--- config.mk ---
export PLATFORM = sky130hd
export DESIGN_NAME = ppm_port
export DESIGN_NICKNAME = d
export VERILOG_FILES = /design/src/ppm_pkg.sv /design/src/ppm_pin_cell.sv /design/src/ppm_port.sv
export VERILOG_INCLUDE_DIRS = /design/src /design/src/src
export SDC_FILE = /design/constraint.sdc
export NUM_CORES = 1
export LEC_CHECK = 0
export ABC_AREA = 1
export BUFFER_PORTS_ARGS = -buffer_cell sky130_fd_sc_hd__buf_4
export CAP_MARGIN = 20
export CORE_ASPECT_RATIO = 0.6
export CORE_UTILIZATION = 48
export CTS_BUF_LIST = sky130_fd_sc_hd__clkbuf_16
export DETAILED_ROUTE_END_ITERATION = 10
export HOLD_SLACK_MARGIN = 0.02
export PLACE_DENSITY = 0.81
export SKIP_CTS_REPAIR_TIMING = 1
export SLEW_MARGIN = 20
export SYNTH_ARGS = -nofsm -noshare
export SYNTH_HDL_FRONTEND = slang
export SYNTH_SLANG_ARGS = --single-unit
--- constraint.sdc ---
create_clock -name CLK_I -period 1.5 [get_ports CLK_I]
set_clock_uncertainty 0.1 [all_clocks]
set_input_delay 0.3 -clock CLK_I [delete_from_list [all_inputs] [get_ports CLK_I]]
set_output_delay 0.3 -clock CLK_I [all_outputs]
set_load 0.03 [all_outputs]
--- src/ppm_consts.svh ---
`ifndef PPM_CONSTS_SVH
`define PPM_CONSTS_SVH

// register addresses on the special-function-register bus
`define PPM_ADDR_P1_MODE_LO 8'hae
`define PPM_ADDR_P1_MODE_HI 8'haf
`define PPM_ADDR_P3_LATCH 8'hb0
`define PPM_ADDR_P2_MODE_LO 8'hb1
`define PPM_ADDR_P2_MODE_HI 8'hb2
`define PPM_ADDR_P3_MODE_LO 8'hb3

// reset values
`define PPM_RST_MODE 8'h00
`define PPM_RST_P3_LATCH 8'hff
`define PPM_RST_RDATA 8'h00

// pin mode encodings
`define PPM_MODE_QUASI 2'b00
`define PPM_MODE_PUSH_PULL 2'b01
`define PPM_MODE_OPEN_DRAIN 2'b10
`define PPM_MODE_INPUT 2'b11

// positions in the flat sampled-input vector
`define PPM_IDX_P1 0
`define PPM_IDX_P2 8
`define PPM_IDX_P3 16
`define PPM_IDX_EA 24
`define PPM_NSAMP 25

// port 3 alternate-function bit positions
`define PPM_P3_RXD 0
`define PPM_P3_TXD 1
`define PPM_P3_IRQ0 2
`define PPM_P3_IRQ1 3
`define PPM_P3_CNT0 4
`define PPM_P3_CNT1 5
`define PPM_P3_WR 6
`define PPM_P3_RD 7

`endif

--- src/ppm_pkg.sv ---
package ppm_pkg;

	typedef logic [1:0] ppm_mode_t;

	typedef struct packed {
		logic [7:0] out;
		logic [7:0] oe;
		logic [7:0] pu;
	} ppm_drv_s;

	typedef struct packed {
		logic [7:0] p1_lo;
		logic [7:0] p1_hi;
		logic [7:0] p3_latch;
		logic [7:0] p2_lo;
		logic [7:0] p2_hi;
		logic [7:0] p3_lo;
	} ppm_regs_s;

	typedef struct packed {
		logic rd_n;
		logic wr_n;
		logic ser0_mode0;
		logic ser0_txd;
		logic ser0_shclk;
		logic ser0_dout;
	} ppm_alt_s;

	typedef struct packed {
		logic cnt0_ext;
		logic cnt1_ext;
		logic irq0_en;
		logic irq1_en;
		logic irq0_edge;
		logic irq1_edge;
	} ppm_evt_cfg_s;

	typedef struct packed {
		logic cnt0;
		logic cnt1;
		logic irq0;
		logic irq1;
		logic ser0_rx;
	} ppm_evt_s;

	typedef struct packed {
		ppm_regs_s regs;
		logic [24:0] sync1;
		logic [24:0] sync2;
		logic [24:0] prev;
		ppm_drv_s p1;
		ppm_drv_s p2;
		ppm_drv_s p3;
		logic [7:0] rdata;
		ppm_evt_s evt;
	} ppm_state_s;

endpackage

--- src/ppm_pin_cell.sv ---
`timescale 1ns/1ps
module ppm_pin_cell
	import ppm_pkg::*;
(
	input wire ppm_mode_t mode_i,
	input wire logic data_i,
	input wire logic force_pp_i,
	output logic out_o,
	output logic oe_o,
	output logic pu_o
);
	`include "ppm_consts.svh"

	always_comb
	begin
		out_o = data_i;
		oe_o = 1'b0;
		pu_o = 1'b0;
		if (force_pp_i)
		begin
			oe_o = 1'b1;
		end
		else
		begin
			case (mode_i)
				`PPM_MODE_QUASI:
				begin
					// strong low, weak pull-up for a one
					oe_o = ~data_i;
					pu_o = 1'b1;
				end
				`PPM_MODE_PUSH_PULL:
				begin
					oe_o = 1'b1;
				end
				`PPM_MODE_OPEN_DRAIN:
				begin
					out_o = 1'b0;
					oe_o = ~data_i;
				end
				default:
				begin
					oe_o = 1'b0;
				end
			endcase
		end
	end
endmodule

--- src/ppm_port.sv ---
`timescale 1ns/1ps
module ppm_port
	import ppm_pkg::*;
(
	input wire logic CLK_I,
	input wire logic RST_N_I,
	input wire logic [7:0] SFR_ADDR_I,
	input wire logic [7:0] SFR_WDATA_I,
	input wire logic SFR_WR_I,
	input wire logic SFR_RD_I,
	output logic [7:0] SFR_RDATA_O,
	input wire logic [7:0] P1_DATA_I,
	input wire logic [7:0] P2_DATA_I,
	input wire logic [7:0] P2_ADDR_I,
	input wire logic EXTERNAL_ACCESS_PIN_N_I,
	input wire logic HW_CONFIG_REG1_MEMSEL_I,
	input wire ppm_alt_s ALT_I,
	input wire ppm_evt_cfg_s EVT_CFG_I,
	input wire logic [7:0] P1_PIN_I,
	input wire logic [7:0] P2_PIN_I,
	input wire logic [7:0] P3_PIN_I,
	output ppm_drv_s P1_DRV_O,
	output ppm_drv_s P2_DRV_O,
	output ppm_drv_s P3_DRV_O,
	output ppm_evt_s EVT_O
);
	`include "ppm_consts.svh"

	ppm_state_s st_reg;
	ppm_state_s st_next;
	ppm_regs_s regs_next;
	logic ext_mem;
	logic [47:0] mode_vec;
	logic [23:0] data_vec;
	logic [23:0] force_vec;
	logic [23:0] cell_out;
	logic [23:0] cell_oe;
	logic [23:0] cell_pu;
	logic [24:0] fall;

	// register writes; pins follow from the new value at the same edge
	always_comb
	begin
		regs_next = st_reg.regs;
		if (SFR_WR_I)
		begin
			case (SFR_ADDR_I)
				`PPM_ADDR_P1_MODE_LO: regs_next.p1_lo = SFR_WDATA_I;
				`PPM_ADDR_P1_MODE_HI: regs_next.p1_hi = SFR_WDATA_I;
				`PPM_ADDR_P3_LATCH: regs_next.p3_latch = SFR_WDATA_I;
				`PPM_ADDR_P2_MODE_LO: regs_next.p2_lo = SFR_WDATA_I;
				`PPM_ADDR_P2_MODE_HI: regs_next.p2_hi = SFR_WDATA_I;
				`PPM_ADDR_P3_MODE_LO: regs_next.p3_lo = SFR_WDATA_I;
				default: regs_next = st_reg.regs;
			endcase
		end
	end

	// external memory: ea pin low or memory-select bit set
	assign ext_mem = ~st_reg.sync2[`PPM_IDX_EA] | HW_CONFIG_REG1_MEMSEL_I;

	// high half of port 3 has no mode register here: quasi
	assign mode_vec = {8'h00, regs_next.p3_lo,
		regs_next.p2_hi, regs_next.p2_lo,
		regs_next.p1_hi, regs_next.p1_lo};

	// port 3 pin data with alternate functions gated by the latch, except the rd and wr strobes in external-memory mode
	always_comb
	begin
		logic [7:0] l;
		logic [7:0] d3;
		l = regs_next.p3_latch;
		d3 = l;
		if (ext_mem)
		begin
			d3[`PPM_P3_RD] = ALT_I.rd_n;
			d3[`PPM_P3_WR] = ALT_I.wr_n;
		end
		else
		begin
			d3[`PPM_P3_RD] = l[`PPM_P3_RD] & ALT_I.rd_n;
			d3[`PPM_P3_WR] = l[`PPM_P3_WR] & ALT_I.wr_n;
		end
		if (ALT_I.ser0_mode0)
		begin
			d3[`PPM_P3_TXD] = l[`PPM_P3_TXD] & ALT_I.ser0_shclk;
			d3[`PPM_P3_RXD] = l[`PPM_P3_RXD] & ALT_I.ser0_dout;
		end
		else
		begin
			d3[`PPM_P3_TXD] = l[`PPM_P3_TXD] & ALT_I.ser0_txd;
			d3[`PPM_P3_RXD] = l[`PPM_P3_RXD];
		end
		data_vec = {d3, ext_mem ? P2_ADDR_I : P2_DATA_I, P1_DATA_I};
		force_vec = 24'h000000;
		if (ext_mem)
		begin
			force_vec[15:8] = 8'hff;
			force_vec[`PPM_IDX_P3 + `PPM_P3_RD] = 1'b1;
			force_vec[`PPM_IDX_P3 + `PPM_P3_WR] = 1'b1;
		end
	end

	genvar gi;
	generate
		for (gi = 0; gi < 24; gi = gi + 1)
		begin : g_cell
			ppm_pin_cell u_cell (
				.mode_i(mode_vec[2 * gi +: 2]),
				.data_i(data_vec[gi]),
				.force_pp_i(force_vec[gi]),
				.out_o(cell_out[gi]),
				.oe_o(cell_oe[gi]),
				.pu_o(cell_pu[gi])
			);
		end
	endgenerate

	// falling edges seen on the second synchroniser stage only
	assign fall = st_reg.prev & ~st_reg.sync2;

	always_comb
	begin
		st_next = st_reg;
		st_next.regs = regs_next;
		st_next.sync1 = {EXTERNAL_ACCESS_PIN_N_I, P3_PIN_I, P2_PIN_I, P1_PIN_I};
		st_next.sync2 = st_reg.sync1;
		st_next.prev = st_reg.sync2;
		st_next.p1 = '{out: cell_out[7:0], oe: cell_oe[7:0],
			pu: cell_pu[7:0]};
		st_next.p2 = '{out: cell_out[15:8], oe: cell_oe[15:8],
			pu: cell_pu[15:8]};
		st_next.p3 = '{out: cell_out[23:16], oe: cell_oe[23:16],
			pu: cell_pu[23:16]};
		st_next.rdata = `PPM_RST_RDATA;
		if (SFR_RD_I)
		begin
			case (SFR_ADDR_I)
				`PPM_ADDR_P1_MODE_LO: st_next.rdata = st_reg.regs.p1_lo;
				`PPM_ADDR_P1_MODE_HI: st_next.rdata = st_reg.regs.p1_hi;
				`PPM_ADDR_P3_LATCH: st_next.rdata = st_reg.regs.p3_latch;
				`PPM_ADDR_P2_MODE_LO: st_next.rdata = st_reg.regs.p2_lo;
				`PPM_ADDR_P2_MODE_HI: st_next.rdata = st_reg.regs.p2_hi;
				`PPM_ADDR_P3_MODE_LO: st_next.rdata = st_reg.regs.p3_lo;
				default: st_next.rdata = `PPM_RST_RDATA;
			endcase
		end
		st_next.evt.cnt1 = EVT_CFG_I.cnt1_ext &
			fall[`PPM_IDX_P3 + `PPM_P3_CNT1];
		st_next.evt.cnt0 = EVT_CFG_I.cnt0_ext &
			fall[`PPM_IDX_P3 + `PPM_P3_CNT0];
		st_next.evt.irq1 = EVT_CFG_I.irq1_en & (EVT_CFG_I.irq1_edge ?
			fall[`PPM_IDX_P3 + `PPM_P3_IRQ1] :
			~st_reg.sync2[`PPM_IDX_P3 + `PPM_P3_IRQ1]);
		st_next.evt.irq0 = EVT_CFG_I.irq0_en & (EVT_CFG_I.irq0_edge ?
			fall[`PPM_IDX_P3 + `PPM_P3_IRQ0] :
			~st_reg.sync2[`PPM_IDX_P3 + `PPM_P3_IRQ0]);
		st_next.evt.ser0_rx = st_reg.sync2[`PPM_IDX_P3 + `PPM_P3_RXD];
	end

	always_ff @(posedge CLK_I)
	begin
		if (!RST_N_I)
		begin
			st_reg.regs.p1_lo <= `PPM_RST_MODE;
			st_reg.regs.p1_hi <= `PPM_RST_MODE;
			st_reg.regs.p3_latch <= `PPM_RST_P3_LATCH;
			st_reg.regs.p2_lo <= `PPM_RST_MODE;
			st_reg.regs.p2_hi <= `PPM_RST_MODE;
			st_reg.regs.p3_lo <= `PPM_RST_MODE;
			st_reg.sync1 <= 25'h1ffffff;
			st_reg.sync2 <= 25'h1ffffff;
			st_reg.prev <= 25'h1ffffff;
			st_reg.p1 <= '{out: 8'hff, oe: 8'h00, pu: 8'hff};
			st_reg.p2 <= '{out: 8'hff, oe: 8'h00, pu: 8'hff};
			st_reg.p3 <= '{out: 8'hff, oe: 8'h00, pu: 8'hff};
			st_reg.rdata <= `PPM_RST_RDATA;
			st_reg.evt <= '0;
		end
		else
		begin
			st_reg <= st_next;
		end
	end

	assign SFR_RDATA_O = st_reg.rdata;
	assign P1_DRV_O = st_reg.p1;
	assign P2_DRV_O = st_reg.p2;
	assign P3_DRV_O = st_reg.p3;
	assign EVT_O = st_reg.evt;
endmodule

After elaboration in Yosys (flattened, before gate mapping)
Index checks and enable logic that the tools add are counted.

operators by class
  mux-type cells = 103
  bitwise logic cells = 39
  eq/ne operators = 46
  reduce and logical (&&, ||, !) cells = 41

operator list
  operator                                       number
  2-to-1 mux 1 bit                               70
  2-to-1 mux 8 bit                               8
  == test 8 bit, second input constant           6
  2-to-1 mux 48 bit                              1
  case mux 8 bit (6 select lines)                1
  == test 2 x 1 -> 1 bit, second input constant  20
  == test 2 bit, second input constant           20
  logical NOT 2 bit                              20
  case mux 1 bit (2 select lines)                20
  OR reduction 2 bit                             20
  inverter 1 bit                                 27
  bitwise AND 22 bit                             1
  inverter 22 bit                                1
  bitwise AND 1 bit                              9
  2-to-1 mux 2 bit                               3
  AND reduction 2 bit                            1
  bitwise OR 1 bit                               1

storage, ports and cells
  word-level logic and storage cells = 254
  output and inout bits = 85
  register bits after elaboration = 205
  input port bits = 82

Longest topological paths before layout
  depth after elaboration = 7
  depth in mapped cells = 11
  depth with buffers taken out = 10

Cells and area by module
A second synthesis with hierarchy kept.

second synthesis, totals
  cell total of the unflattened synthesis = 953
  area total of the unflattened synthesis = 7098.1 µm²

by module, submodules not included
  module        area each (µm²)  cells each  instances
  ppm_port      6137.1           737         1
  ppm_pin_cell  40.0             9           24

Worst setup path before layout
Ideal clock, no wire load.

  path kind = input to register
  from = input SFR_ADDR_I[3]
  to = register st_reg, in the netlist P3_DRV_O[22]
  setup slack = 0.020 ns
  cell stages on the path = 8
  data required time = 1.285 ns
  setup time = 0.115 ns
  arrival time = 1.266 ns
  path buffers = 1
  cells stage by stage = inv_1 nand2_2 nor2_2 nand3_2 buf_4 o21ai_2 nand3_1 and2_1

between the ends
  longest elaborated chain between the ends = 5

RTL lines
  item                  RTL line         RTL
  from (decl)           ppm_port.sv:7    input wire logic [7:0] SFR_ADDR_I,
  == test 8 bit         ppm_port.sv:47   case (SFR_ADDR_I)
  2-to-1 mux 8 bit      ppm_port.sv:47
  2-to-1 mux 48 bit     ppm_port.sv:45   if (SFR_WR_I)
  bitwise AND 1 bit     ppm_port.sv:82   d3[`PPM_P3_WR] = l[`PPM_P3_WR] & ALT_I.wr_n;
  2-to-1 mux 2 bit      ppm_port.sv:74   if (ext_mem)
  to (signal assigned)  ppm_port.sv:182  st_reg <= st_next;
  to (decl)             ppm_port.sv:29   ppm_state_s st_reg;

No other way between the ends.
A chain may end at the register's enable or synchronous reset.

==> impl_metrics.json <==
{
  "post-place-cells": 1086,
  "synthesis.area_mm2": 0.00624,
  "diodes": 0,
  "grt_pass1_vias": 4863,
  "drt-pass1-iter-count": 5,
  "boundaryPins": 167,
  "grt_pass1_wl_um": 24700,
  "post_drt_wl_per_cell_um": 14.2,
  "gp_congestion": 0.938,
  "routed_via_density": 4.84,
  "crit_slowest_cell": "dfxtp_1",
  "chipWidth_um": 149,
  "clock_latency_ns": 0.42,
  "yosys.area.top_type_share_pct": 46.2,
  "clock-sinks": 144,
  "violations": "hold timing",
  "setup-violations-final": 0,
  "status": "finished with violations",
  "worstPathRequired_ns": 1.10,
  "num_vias": 5521,
  "ant_nets": 0,
  "yosysSeqAreaShare_pct": 46.2,
  "hold_ws_ns": -0.00811,
  "syn2layout_area_growth_pct": 27.1,
  "root_buffer": "clkbuf_16",
  "arrival_ns": 1.02,
  "yosysTopAreaCell": "dfxtp_1",
  "min_path_type": "in2reg",
  "path_class": "reg2out",
  "leakage_nw": 3.98,
  "drive_above_1_share_pct": 26.7,
  "fillCellCount": 1034,
  "synthCells": 846,
  "finalHoldViolations": 1,
  "slowest_delay_ns": 0.40,
  "htree_levels": 4,
  "dieHeight_um": 90.3,
  "synthTopCellsByArea": "dfxtp_1 (46%), nand2_1 (13%), buf_4 (10%), nand3_1 (6.0%), inv_1 (5.8%)",
  "die_area_mm2": 0.0135,
  "place_hpwl_um": 11900,
  "final_cell_mix": "nand2_1 (215), buf_4 (189), dfxtp_1 (144), inv_1 (98), nand3_1 (75)",
  "ys_warn_count": 0,
  "start_kind": "register",
  "final_cells": 1140,
  "fin_crit_sh_pct": 94.5,
  "drt_iter0_drc": 654,
  "crit_fanout": 3,
  "port_buffers": 145,
  "cts_buffers": 17,
  "rsz0062_at_grt": "no",
  "ir_drop_uv": 824,
  "cts_tree": "built",
  "finalWirelength_um": 16200,
  "grtUsageTotal_pct": 23.9,
  "max_freq_mhz": 705,
  "route.detailed.drc": 0,
  "critical_path_buf_inv_count": 1,
  "antenna_found_initial": 0,
  "cellPowerDensity_mw_per_mm2": 1110,
  "crit_path_cell_trace": "buf_4",
  "grt_overflow_total": 0,
  "layout_commonest_cell": "nand2_1",
  "final_nets": 1045,
  "placeableCoreArea_mm2": 0.0124,
  "end_kind": "primary output",
  "path_clk_slew_ns": 0.06,
  "syn_avg_cell_area_um2": 7.38,
  "ys_types": 26,
  "largest_reg_flops": 52,
  "max_cap_violations": 0,
  "start_util_pct": 50.4,
  "ys_ff_latch": 144,
  "finalSetupTns_ns": 0,
  "critical-path-top-delay-family": "flip-flops",
  "final_max_slew_viol_count": 0,
  "clk_path_buf_depth": 2,
  "min_period_ns": 1.42,
  "row_count": 31,
  "grt_max_degree": 30
}
[cells by family (layout without fill, tap and decap cells)]
logic type / count (synthesis) / in the layout / share of synthesized area (%)
and+or+nand+nor: 414 / 414 / 29.0
buffers and inverters: 221 / 349 / 18.8
DFF: 144 / 144 / 46.2
AOI/OAI and AO/OA: 66 / 66 / 5.99
other: 1 / 2 / 0.0601
[worst paths after layout]
kind	to	from	cells after the start	slack (ns)
worst max-delay path	P3_DRV_O[21]	st_reg[189]	1	0.08
worst min-delay path	P2_DRV_O[21]	P2_ADDR_I[5]	3	-0.008
worst max register to register	P2_DRV_O[20]	st_next[109]	6	0.30
worst min register to register	st_next[109]	st_next[134]	1	0.31
[where the power goes]
group          switching (mW)  internal, mW
Sequential             0.0355          3.94
Combinational           0.522         0.389
Clock                    1.68          2.27
Total                    2.24          6.59
[layer usage]
| layer | track usage [%] | wire length [µm] |
|---|---|---|
| met3 | 7.02 | 1650 |
| met1 | 36.6 | 7820 |
| met5 | 0 | 0 |
| met4 | 5.27 | 171 |
| met2 | 32.3 | 6570 |
[area by class of cell]
cell class | instances | area [µm²] | share of cell area [%]
clock buffers | 17 | 425 | 5.36
clock inverters | 14 | 116 | 1.47
inverters | 102 | 383 | 4.83
multi-input cells | 482 | 2190 | 27.6
flip-flops and latches | 144 | 2880 | 36.3
well taps | 165 | 206 | 2.60
repair buffers | 216 | 1730 | 21.8
[Yosys cell counts]
cell type,n
nand2_1,215
dfxtp_1,144
inv_1,97
buf_4,87
nand3_1,75
nor2_1,62
o21ai_0,25
nand4_1,20
or2_2,18
clkbuf_1,16
o21ai_1,15
a21oi_1,13
buf_2,13
and2_1,12
o21ai_2,10
nor3_1,6
inv_2,4
buf_1,3
nand3_2,2
nor2_2,2
o211ai_1,2
clkinv_1,1
conb_1,1
nand2_2,1
nor2_4,1
o22ai_1,1
[metrics by stage]
step	utilization [%]	setup slack, ns	hold slack [ns]	total power, mW	area [µm²]
floorplan	-	0.0196	0.290	4.62	6240
global placement	57.9	-0.271	0.294	4.90	7160
detailed placement	57.9	-0.308	0.300	4.91	7160
CTS	62.3	0.0841	-0.0538	8.80	7700
global route	64.1	0.00166	0.0217	9.11	7930
finish	64.1	0.0820	-0.00811	8.83	7930
Note: power is estimated with default switching activity, not from simulation.
